### config.mk
export PLATFORM = sky130hd
export DESIGN_NAME = ubt_core
export DESIGN_NICKNAME = d
export VERILOG_FILES = /design/src/logic/ubt_core.v /design/src/logic/ubt_tx.v /design/src/logic/ubt_rx.v
export VERILOG_INCLUDE_DIRS = /design/src /design/src/logic
export SDC_FILE = /design/constraint.sdc
export NUM_CORES = 1
export LEC_CHECK = 0
export BUFFER_PORTS_ARGS = -buffer_cell sky130_fd_sc_hd__buf_2
export CORE_UTILIZATION = 60
export CTS_CLUSTER_DIAMETER = 30
export DETAILED_ROUTE_END_ITERATION = 7
export MAX_ROUTING_LAYER = met4
export PLACE_DENSITY = 0.78
export SLEW_MARGIN = 40
export SYNTH_ARGS = -nofsm -noshare
export SYNTH_HDL_FRONTEND = slang
export SYNTH_SLANG_ARGS = --single-unit
### constraint.sdc
create_clock -name i_clk -period 9.34 [get_ports i_clk]
set_clock_uncertainty 0.15 [all_clocks]
set_input_delay 0.934 -clock i_clk [delete_from_list [all_inputs] [get_ports i_clk]]
set_output_delay 0.934 -clock i_clk [all_outputs]
set_load 0.005 [all_outputs]
### src/logic/ubt_defines.vh
// ubt_defines.vh: register offsets, field positions, reset values
// assumes: included by the ubt design files by bare name
`ifndef UBT_DEFINES_VH
`define UBT_DEFINES_VH

`define UBT_OFS_DATA 3'h0
`define UBT_OFS_IER 3'h1
`define UBT_OFS_ISR 3'h2
`define UBT_OFS_LCR 3'h3
`define UBT_OFS_MCR 3'h4
`define UBT_OFS_LSR 3'h5
`define UBT_OFS_MSR 3'h6
`define UBT_OFS_SCR 3'h7

`define UBT_IER_RXRDY 0
`define UBT_IER_THRE 1
`define UBT_IER_RLS 2
`define UBT_IER_MS 3
`define UBT_IER_SPECIAL 5

`define UBT_LCR_STOP 2
`define UBT_LCR_PEN 3
`define UBT_LCR_EVEN 4
`define UBT_LCR_STICK 5
`define UBT_LCR_BREAK 6
`define UBT_LCR_DLAB 7

`define UBT_MCR_DTR 0
`define UBT_MCR_RTS 1
`define UBT_MCR_SOFTRST 2
`define UBT_MCR_INTEN 3
`define UBT_MCR_LOOP 4
`define UBT_MCR_PDOWN 7

`define UBT_IER_RST 8'h00
`define UBT_LCR_RST 8'h00
`define UBT_MCR_RST 8'h00
`define UBT_DLL_RST 8'h01
`define UBT_DLM_RST 8'h00

`define UBT_OVERSAMPLE 5'h10
`define UBT_HALF_BIT 4'h7
`define UBT_LAST_TICK 4'hF

`define UBT_ISR_NONE 4'h1
`define UBT_ISR_RLS 4'h6
`define UBT_ISR_RX 4'h4
`define UBT_ISR_TX 4'h2
`define UBT_ISR_MS 4'h0

`endif

### src/logic/ubt_core.v
// ubt_core.v: uart core, host register map, rate divider, modem pins
// assumes: host strobes and serial/modem pins are asynchronous to i_clk
//
// Function
// - divide osc by 16-bit divisor for 16x
// - each transmitted bit lasts sixteen ticks
// - start, data, optional parity, stop bits
// - data bit 0 leaves the line first
// - holding-empty set when byte moves to shifter
// - holding-empty interrupt when enable bit 1
// - idle flag when holding and shifter empty
// - start validated by sample after eight ticks
// - later bits sampled mid-bit, sixteen apart
// - parity, framing, break tags in status 2-4
// - reading rx byte refreshes the error tags
// - rx ready interrupt when enable bit 0
// - enhanced features need enable bit 5
// - soft reset ORed onto reset output
// - power down keeps configuration intact
// - loopback routes tx to rx, mutes pins
// - divisor latch bit banks offsets 0,1
// - offset 0 data, offset 7 scratch
// - reset output follows reset input otherwise
// - hardware reset restores configuration defaults
`timescale 1ns/1ps
`default_nettype none
`include "ubt_defines.vh"

module ubt_core (
    input wire i_clk,
    input wire i_rst,
    input wire [2:0] i_addr,
    input wire i_cs,
    input wire i_rd,
    input wire i_wr,
    input wire [7:0] i_wdata,
    output reg [7:0] o_rdata,
    output wire o_irq,
    output wire o_rst_out,
    output reg o_txd,
    input wire i_rxd,
    output reg o_rts_n,
    output reg o_dtr_n,
    input wire i_cts_n,
    input wire i_dsr_n,
    input wire i_cd_n,
    input wire i_ri_n
);

////////////////////////////////////////////////////////////////////////
// pin synchronisers: stage one only feeds stage two
reg [6:0] s1_q;
reg [6:0] s2_q;
always @(posedge i_clk) begin
    s1_q <= {i_cs, i_rd, i_wr, i_rxd, i_cts_n, i_dsr_n, i_cd_n};
    s2_q <= s1_q;
end
reg ri1_q;
reg ri2_q;
always @(posedge i_clk) begin
    ri1_q <= i_ri_n;
    ri2_q <= ri1_q;
end
wire cs_s = s2_q[6];
wire rd_s = s2_q[5];
wire wr_s = s2_q[4];
wire rxd_s = s2_q[3];

reg rd_d1_q;
reg wr_d1_q;
always @(posedge i_clk) begin
    rd_d1_q <= cs_s & rd_s;
    wr_d1_q <= cs_s & wr_s;
end
// one access per strobe, taken on its rising edge
wire rd_p = cs_s & rd_s & ~rd_d1_q;
wire wr_p = cs_s & wr_s & ~wr_d1_q;

////////////////////////////////////////////////////////////////////////
reg [7:0] ier_q;
reg [7:0] lcr_q;
reg [7:0] mcr_q;
reg [7:0] scr_q;
reg [7:0] dll_q;
reg [7:0] dlm_q;
reg [7:0] thr_q;
reg thr_full_q;
reg [7:0] rhr_q;
reg rhr_full_q;
reg perr_q;
reg ferr_q;
reg brk_q;
reg ovr_q;
reg thre_ack_q;
reg [3:0] dmsr_q;
reg [3:0] msr_prev_q;
reg [3:0] isr_code;

wire dlab = lcr_q[`UBT_LCR_DLAB];
wire special = ier_q[`UBT_IER_SPECIAL];
wire loop = mcr_q[`UBT_MCR_LOOP];
wire pdown = special & mcr_q[`UBT_MCR_PDOWN];

// loopback takes modem inputs from the control bits
wire [3:0] msr_now = loop ?
    {mcr_q[`UBT_MCR_INTEN], mcr_q[`UBT_MCR_SOFTRST],
     mcr_q[`UBT_MCR_DTR], mcr_q[`UBT_MCR_RTS]} :
    {~s2_q[0], ~ri2_q, ~s2_q[1], ~s2_q[2]};

////////////////////////////////////////////////////////////////////////
// rate divider: one tick every divisor cycles, stopped in power down
reg [15:0] div_cnt_q;
reg tick_q;
wire [15:0] divisor = {dlm_q, dll_q};
always @(posedge i_clk) begin
    if (i_rst || pdown) begin
        div_cnt_q <= 16'h0000;
        tick_q <= 1'b0;
    end else if (div_cnt_q + 16'h0001 >= divisor) begin
        div_cnt_q <= 16'h0000;
        tick_q <= 1'b1;
    end else begin
        div_cnt_q <= div_cnt_q + 16'h0001;
        tick_q <= 1'b0;
    end
end

////////////////////////////////////////////////////////////////////////
wire tx_busy;
wire tx_take;
wire tx_line;
ubt_tx u_tx (
    .i_clk(i_clk),
    .i_rst(i_rst),
    .i_tick(tick_q),
    .i_load(thr_full_q & ~pdown),
    .i_data(thr_q),
    .i_lcr(lcr_q),
    .o_busy(tx_busy),
    .o_take(tx_take),
    .o_line(tx_line)
);

wire rx_done;
wire [7:0] rx_data;
wire rx_perr;
wire rx_ferr;
wire rx_brk;
wire rx_in = loop ? tx_line : rxd_s;
ubt_rx u_rx (
    .i_clk(i_clk),
    .i_rst(i_rst),
    .i_tick(tick_q),
    .i_line(rx_in),
    .i_lcr(lcr_q),
    .o_done(rx_done),
    .o_data(rx_data),
    .o_perr(rx_perr),
    .o_ferr(rx_ferr),
    .o_brk(rx_brk)
);

////////////////////////////////////////////////////////////////////////
wire rd_data = rd_p && i_addr == `UBT_OFS_DATA && !dlab;
wire rd_lsr = rd_p && i_addr == `UBT_OFS_LSR;
wire rd_msr = rd_p && i_addr == `UBT_OFS_MSR;
wire wr_thr = wr_p && i_addr == `UBT_OFS_DATA && !dlab;
wire thre = ~thr_full_q;
wire temt = ~thr_full_q & ~tx_busy;

always @(posedge i_clk) begin
    if (i_rst) begin
        ier_q <= `UBT_IER_RST;
        lcr_q <= `UBT_LCR_RST;
        mcr_q <= `UBT_MCR_RST;
        dll_q <= `UBT_DLL_RST;
        dlm_q <= `UBT_DLM_RST;
        scr_q <= 8'h00;
        thr_q <= 8'h00;
    end else if (wr_p) begin
        case (i_addr)
        `UBT_OFS_DATA: if (dlab) dll_q <= i_wdata;
                       else thr_q <= i_wdata;
        `UBT_OFS_IER: if (dlab) dlm_q <= i_wdata;
                      else ier_q <= i_wdata & 8'h2F;
        `UBT_OFS_LCR: lcr_q <= i_wdata;
        `UBT_OFS_MCR: mcr_q <= i_wdata & 8'h9F;
        `UBT_OFS_SCR: scr_q <= i_wdata;
        default: ;
        endcase
    end
end

// transmit holding: write wins over a same-cycle take
always @(posedge i_clk) begin
    if (i_rst) begin
        thr_full_q <= 1'b0;
        thre_ack_q <= 1'b0;
    end else begin
        if (wr_thr)
            thr_full_q <= 1'b1;
        else if (tx_take)
            thr_full_q <= 1'b0;
        if (wr_thr || tx_take)
            thre_ack_q <= 1'b0;
        else if (rd_p && i_addr == `UBT_OFS_ISR && isr_code == `UBT_ISR_TX)
            thre_ack_q <= 1'b1;
    end
end

// receive holding and tags; a new byte wins over a same-cycle read
always @(posedge i_clk) begin
    if (i_rst) begin
        rhr_q <= 8'h00;
        rhr_full_q <= 1'b0;
        perr_q <= 1'b0;
        ferr_q <= 1'b0;
        brk_q <= 1'b0;
        ovr_q <= 1'b0;
    end else begin
        if (rx_done) begin
            rhr_q <= rx_data;
            rhr_full_q <= 1'b1;
            perr_q <= rx_perr;
            ferr_q <= rx_ferr;
            brk_q <= rx_brk;
        end else if (rd_data) begin
            // single byte holding: tags now describe an empty register
            rhr_full_q <= 1'b0;
            perr_q <= 1'b0;
            ferr_q <= 1'b0;
            brk_q <= 1'b0;
        end
        if (rx_done && rhr_full_q && !rd_data)
            ovr_q <= 1'b1;
        else if (rd_lsr)
            ovr_q <= 1'b0;
    end
end

// modem deltas; a change wins over the clearing read
always @(posedge i_clk) begin
    if (i_rst) begin
        dmsr_q <= 4'h0;
        msr_prev_q <= 4'h0;
    end else begin
        msr_prev_q <= msr_now;
        dmsr_q <= (rd_msr ? 4'h0 : dmsr_q) | (msr_now ^ msr_prev_q);
    end
end

////////////////////////////////////////////////////////////////////////
wire [7:0] line_status = {1'b0, temt, thre, brk_q, ferr_q, perr_q, ovr_q,
                  rhr_full_q};
wire line_err = ovr_q | perr_q | ferr_q | brk_q;
always @* begin
    if (ier_q[`UBT_IER_RLS] && line_err)
        isr_code = `UBT_ISR_RLS;
    else if (ier_q[`UBT_IER_RXRDY] && rhr_full_q)
        isr_code = `UBT_ISR_RX;
    else if (ier_q[`UBT_IER_THRE] && thre && !thre_ack_q)
        isr_code = `UBT_ISR_TX;
    else if (ier_q[`UBT_IER_MS] && dmsr_q != 4'h0)
        isr_code = `UBT_ISR_MS;
    else
        isr_code = `UBT_ISR_NONE;
end

wire [7:0] interrupt_status = {2'b00,
    special & ~thr_full_q, special & rhr_full_q, isr_code};
assign o_irq = ~isr_code[0] & mcr_q[`UBT_MCR_INTEN] & ~loop;

// soft reset only under enhanced mode, reset pin passes through always
assign o_rst_out = i_rst |
    (special & mcr_q[`UBT_MCR_SOFTRST]);

always @(posedge i_clk) begin
    if (i_rst)
        o_rdata <= 8'h00;
    else if (rd_p) begin
        case (i_addr)
        `UBT_OFS_DATA: o_rdata <= dlab ? dll_q : rhr_q;
        `UBT_OFS_IER: o_rdata <= dlab ? dlm_q : ier_q;
        `UBT_OFS_ISR: o_rdata <= interrupt_status;
        `UBT_OFS_LCR: o_rdata <= lcr_q;
        `UBT_OFS_MCR: o_rdata <= mcr_q;
        `UBT_OFS_LSR: o_rdata <= line_status;
        `UBT_OFS_MSR: o_rdata <= {msr_now, dmsr_q};
        `UBT_OFS_SCR: o_rdata <= scr_q;
        default: o_rdata <= 8'h00;
        endcase
    end
end

// loopback parks tx at mark and deasserts modem outputs
always @(posedge i_clk) begin
    if (i_rst) begin
        o_txd <= 1'b1;
        o_rts_n <= 1'b1;
        o_dtr_n <= 1'b1;
    end else begin
        o_txd <= loop ? 1'b1 : (tx_line & ~lcr_q[`UBT_LCR_BREAK]);
        o_rts_n <= loop | ~mcr_q[`UBT_MCR_RTS];
        o_dtr_n <= loop | ~mcr_q[`UBT_MCR_DTR];
    end
end

endmodule
`default_nettype wire

### src/logic/ubt_tx.v
// ubt_tx.v: transmit shifter, start/data/parity/stop framing
// assumes: i_tick is a one-cycle 16x sampling enable on i_clk
`timescale 1ns/1ps
`default_nettype none
`include "ubt_defines.vh"

module ubt_tx (
    input wire i_clk,
    input wire i_rst,
    input wire i_tick,
    input wire i_load,
    input wire [7:0] i_data,
    input wire [7:0] i_lcr,
    output reg o_busy,
    output reg o_take,
    output reg o_line
);

reg [3:0] tick_q;
reg [3:0] bit_q;
reg [10:0] frame_q;
reg [3:0] nbits_q;

wire [3:0] word_len = {2'b00, i_lcr[1:0]} + 4'h5;
wire [7:0] mask = 8'hFF >> (4'h8 - word_len);
wire [7:0] dmask = i_data & mask;
wire par_odd = ^dmask;
wire par_bit = i_lcr[`UBT_LCR_STICK] ? ~i_lcr[`UBT_LCR_EVEN]
             : (i_lcr[`UBT_LCR_EVEN] ? par_odd : ~par_odd);
wire [3:0] nstop = i_lcr[`UBT_LCR_STOP] ? 4'h2 : 4'h1;
wire [3:0] npar = i_lcr[`UBT_LCR_PEN] ? 4'h1 : 4'h0;

////////////////////////////////////////////////////////////////////////
always @(posedge i_clk) begin
    o_take <= 1'b0;
    if (i_rst) begin
        o_busy <= 1'b0;
        tick_q <= 4'h0;
        bit_q <= 4'h0;
        frame_q <= 11'h7FF;
        nbits_q <= 4'h0;
    end else if (!o_busy) begin
        // start on a tick so every bit spans whole tick periods
        if (i_load && i_tick) begin
            // data lsb first, parity after the last data bit
            frame_q <= ({3'b111, dmask} |
                        (11'h7FF << (word_len + npar))) &
                       ~({10'h000, i_lcr[`UBT_LCR_PEN]} << word_len) |
                       ({10'h000, par_bit & i_lcr[`UBT_LCR_PEN]}
                        << word_len);
            nbits_q <= 4'h1 + word_len + npar + nstop;
            o_busy <= 1'b1;
            o_take <= 1'b1;
            bit_q <= 4'h0;
            tick_q <= 4'h0;
        end
    end else if (i_tick) begin
        tick_q <= tick_q + 4'h1;
        if (tick_q == `UBT_LAST_TICK) begin
            if (bit_q != 4'h0)
                frame_q <= {1'b1, frame_q[10:1]};
            bit_q <= bit_q + 4'h1;
            if (bit_q + 4'h1 == nbits_q)
                o_busy <= 1'b0;
        end
    end
end

always @(posedge i_clk) begin
    if (i_rst)
        o_line <= 1'b1;
    else if (o_busy && bit_q == 4'h0)
        o_line <= 1'b0 & ~(i_tick && tick_q == `UBT_LAST_TICK);
    else if (o_busy)
        o_line <= (bit_q == 4'h1 && tick_q == 4'h0) ? frame_q[0]
                : frame_q[0];
    else
        o_line <= 1'b1;
end

endmodule
`default_nettype wire

### src/logic/ubt_rx.v
// ubt_rx.v: receive shifter with centre sampling and error tags
// assumes: i_line is already synchronised to i_clk
`timescale 1ns/1ps
`default_nettype none
`include "ubt_defines.vh"

module ubt_rx (
    input wire i_clk,
    input wire i_rst,
    input wire i_tick,
    input wire i_line,
    input wire [7:0] i_lcr,
    output reg o_done,
    output reg [7:0] o_data,
    output reg o_perr,
    output reg o_ferr,
    output reg o_brk
);

localparam ST_IDLE = 2'd0;
localparam ST_START = 2'd1;
localparam ST_BITS = 2'd2;

reg [1:0] st_q;
reg [3:0] tick_q;
reg [3:0] bit_q;
reg [9:0] sh_q;
reg prev_q;

wire [3:0] word_len = {2'b00, i_lcr[1:0]} + 4'h5;
wire [3:0] npar = i_lcr[`UBT_LCR_PEN] ? 4'h1 : 4'h0;
wire [3:0] last = word_len + npar;
wire [7:0] mask = 8'hFF >> (4'h8 - word_len);
wire [7:0] dat = sh_q[7:0] & mask;
wire pbit = sh_q[word_len];
wire pexp = i_lcr[`UBT_LCR_STICK] ? ~i_lcr[`UBT_LCR_EVEN]
          : (i_lcr[`UBT_LCR_EVEN] ? ^dat : ~^dat);

////////////////////////////////////////////////////////////////////////
always @(posedge i_clk) begin
    o_done <= 1'b0;
    if (i_rst) begin
        st_q <= ST_IDLE;
        tick_q <= 4'h0;
        bit_q <= 4'h0;
        sh_q <= 10'h000;
        prev_q <= 1'b1;
        o_data <= 8'h00;
        o_perr <= 1'b0;
        o_ferr <= 1'b0;
        o_brk <= 1'b0;
    end else if (i_tick) begin
        prev_q <= i_line;
        case (st_q)
        ST_IDLE: begin
            tick_q <= 4'h0;
            if (prev_q && !i_line)
                st_q <= ST_START;
        end
        ST_START: begin
            tick_q <= tick_q + 4'h1;
            if (tick_q == `UBT_HALF_BIT) begin
                tick_q <= 4'h0;
                bit_q <= 4'h0;
                st_q <= i_line ? ST_IDLE : ST_BITS;
            end
        end
        ST_BITS: begin
            tick_q <= tick_q + 4'h1;
            if (tick_q == `UBT_LAST_TICK) begin
                bit_q <= bit_q + 4'h1;
                if (bit_q == last) begin
                    // stop bit sampled at its centre
                    st_q <= ST_IDLE;
                    o_done <= 1'b1;
                    o_data <= dat;
                    o_perr <= i_lcr[`UBT_LCR_PEN] & (pbit != pexp);
                    o_ferr <= ~i_line;
                    o_brk <= ~i_line && sh_q[9:0] == 10'h000 &&
                             (dat == 8'h00);
                end else begin
                    sh_q <= sh_q | ({9'h000, i_line} << bit_q);
                end
            end
        end
        default: st_q <= ST_IDLE;
        endcase
        if (st_q == ST_IDLE)
            sh_q <= 10'h000;
    end
end

endmodule
`default_nettype wire

==> metrics.md <==
| Metric | Value |
|---|---|
| Outcome | finished, final reports clean |
| # nets final | between 1000 and 1500 |
| RSZ-0062 raised after global routing | no |
| Worst slew pin tran | between 0.8 and 0.9 ns |
| 1st-pass router iterations | 6 |
| Top delay family on crit path | simple AND/OR/NAND/NOR gates |
| Yosys warnings | 0 |
| F_max | approximately 250 MHz |
| Starting DRT DRC Count | ~640 |
| Critical path peak fanout | 14 |
| CTS H-tree depth | 4 |
| Slew Viols, Final | 0 |
| Hold depth | 0 |
| Synth cell count leaders | dfxtp_1, nor2_1, a21oi_1, nand2_1, mux2i_1 |
| Vias per cell | 5.92 |
| Area growth from synthesis to layout | 10.6% |
| Core footprint | 13900 µm² |
| Biggest registers after layout | div_cnt_q (16), u_tx.frame_q (11), u_rx.sh_q (10) |
| Hold Crit Class | reg2reg |
| Clk Latency, worst-skew pair | about 0.44 ns |
| Final critical-path share of the clock period | 0.429 |
| Slew HR | 0.429 |
| Routed wire per std cell | around 17 µm |
| Resize count post-CTS | 0 |
| Ys flop type | dfxtp_1 |
| CTS Hold Bufs | 0 |
| Die Area | 14800 µm² |
| Startpoint Class | flop |
| R2r endpoint | u_rx.sh_q[8] |
| Synth cell types | 60 |
| Cell Pwr Density | between 150 and 200 nW/µm² |
| CP cell instances | inv_1 -> ha_1 -> fa_1 -> and3b_1 -> o211ai_1 -> a32o_1 -> nor3b_1 -> nor2b_1 -> a21oi_1 -> nor2_1 |
| Root buf cell | clkbuf_16 |
| Setup bufs post-CTS | 0 |
| Post-Syn Area | 8590 µm² |
| Total number of vias | about 7000 |
| CP endpoint kind | flop |
| Post-synth EDFFs | 0 |
| Post-Syn Instances | ~980 |
| Die X | 122 µm |
| Max-cap violations | 0 |
| CP Class | reg2reg |
| Clk buf depth | 2 |
| Min Tclk post-route | 4.01 ns |
| Initial antenna violation count | 0 |
| Routability cong. | ~0.9 |
| Die Height | between 100 and 150 µm |
| Flops & latches, synth | about 180 |
| Biggest register | div_cnt_q |
| Clock slew at reported path FFs | around 0.08 ns |
| Total track usage | 0.293 |
| CP peak stage delay | approximately 0.71 ns |
| Final setup violation count | 0 |
| Setup TNS | 0 ns |
| WP buf/inv | 1 |
| Share of layout cells above drive strength 1 | 0.0886 |
| HPWL after detailed placement | 13900 µm |
| Syn Area/Cell | 8.81 µm² |
| Max FFs per register | 16 |
| Leakage power | roughly 3.7 nW |
| Area share of the largest cell type after synthesis | 0.417 |
| Layout Cell Area excl Fill | roughly 9500 µm² |
| Top post-synthesis cells by area | dfxtp_1, mux2i_1, ha_1 |
| Crit path DAT | around 4.2 ns |
| VDD IR max | 134 µV |
| TritonCTS clock tree | yes |
| Vias in the first global route | between 6000 and 7000 |
| Register-to-Register Path Depth | 10 |
| Reg area | ~3600 µm² |
| Synth area leader | dfxtp_1 |
| Worst EP required | 9.57 ns |
| CTS Buf Count | 17 |
| CP max stage cell | dfxtp_1 |
| Largest net degree at the start of global routing | approximately 80 |
| Antenna cells | 0 |
| Count leader, synth | dfxtp_1 |
| Num rows | 43 |
| Reg-to-reg slack, setup | between 5 and 6 ns |
| Ys async rst share | 0 |
| Antenna viol nets, final | 0 |
| Starting Density | 0.617 |
| Total grt overflow | 0 |
| RR Startpoint | lcr_q[0] |
| Seq/Total Area, Yosys | 0.417 |
| Hold Startpoint | s1_q[6] |
| Buffers added on ports | 33 |
| Fin. Hold Viols | 0 |
| Placed cell area | 8870 µm² |
| Worst Hold End | s2_q[6] |
| First-pass GRT wire length | roughly 33000 µm |
| Overall routed net length | slightly above 20000 µm |
| Synthesized net count | between 1000 and 1500 |
| Multi-input gate area | 4660 µm² |
| Fillers | between 1000 and 1500 |
| Remaining DRCs | 0 |
| # IOs | 34 |
| CTS Sinks | 179 |
[final cells by class]
class / instances / share of cell area
multi-input combinational: 704 / 0.490
sequential: 179 / 0.377
clock buffer: 17 / 0.0448
tap: 180 / 0.0237
clock inverter: 15 / 0.0221
timing repair buffer: 39 / 0.0221
inverter: 50 / 0.0197
[metal layers]
metal | GRT usage | wire (µm)
met2 | 0.441 | 9070
met5 | - | 0
met3 | 0.0749 | 1500
met4 | 0.0995 | 465
met1 | 0.383 | 9360
[placed cells by master, fill, tap and decap left out, types with 11 or more instances in the layout]
cell and n:
dfxtp_1 178, a21oi_1 77, buf_2 33, nand2_1 76, inv_1 49, nor3_1 11, clkbuf_16 17, ha_1 45
nor2_1 131, nor2b_1 26, xnor2_1 28, o21ai_0 33, a21o_1 14, nand3_1 39, mux2i_1 75
[through the flow]
stage	total power, mW	util	hold WS, ns	std cells	worst slack (ns)
after floorplan	0.853	-	0.160	976	6.18
after global placement	0.878	0.636	0.160	1151	5.69
after detailed placement	0.880	0.637	0.162	1152	5.51
after CTS	1.61	0.682	0.180	1184	5.37
after global routing	1.66	0.682	0.189	1184	5.09
final	1.61	0.682	0.181	1184	5.33
[report_power, final]
group / switching, mW / leakage [nW] / total, mW / internal, mW
sequential: 0.00893 / 1.45 / 0.784 / 0.775
combinational: 0.0537 / 1.92 / 0.0811 / 0.0273
clock: 0.354 / 0.308 / 0.746 / 0.392
total: 0.417 / 3.68 / 1.61 / 1.19
[cells by family (layout without fill, tap and decap cells)]
| logic type | after synthesis | in the layout | share of synthesized area |
|---|---|---|---|
| DFF | 179 | 179 | 0.417 |
| and+or+nand+nor | 344 | 344 | 0.187 |
| muxes | 84 | 84 | 0.102 |
| adders and majority gates | 48 | 48 | 0.0725 |
| buffers and inverters | 93 | 121 | 0.0415 |
| xor gates and xnor gates | 39 | 39 | 0.0431 |
| AOI/OAI and AO/OA | 189 | 189 | 0.137 |
[how the worst max path moves through the flow]
stage                   from         endpoint  slack, ns  cells after the start
floorplan           lcr_q[0]  u_tx.frame_q[9]       6.18                     10
global placement    lcr_q[0]     u_rx.sh_q[0]       5.69                     10
detailed placement  lcr_q[0]     u_rx.sh_q[8]       5.51                     10
CTS                 lcr_q[0]     u_rx.sh_q[8]       5.37                     10
global route        lcr_q[0]     u_rx.sh_q[8]       5.09                     10
finish              lcr_q[0]     u_rx.sh_q[8]       5.33                     10
Power figures use the tool's default switching activity.
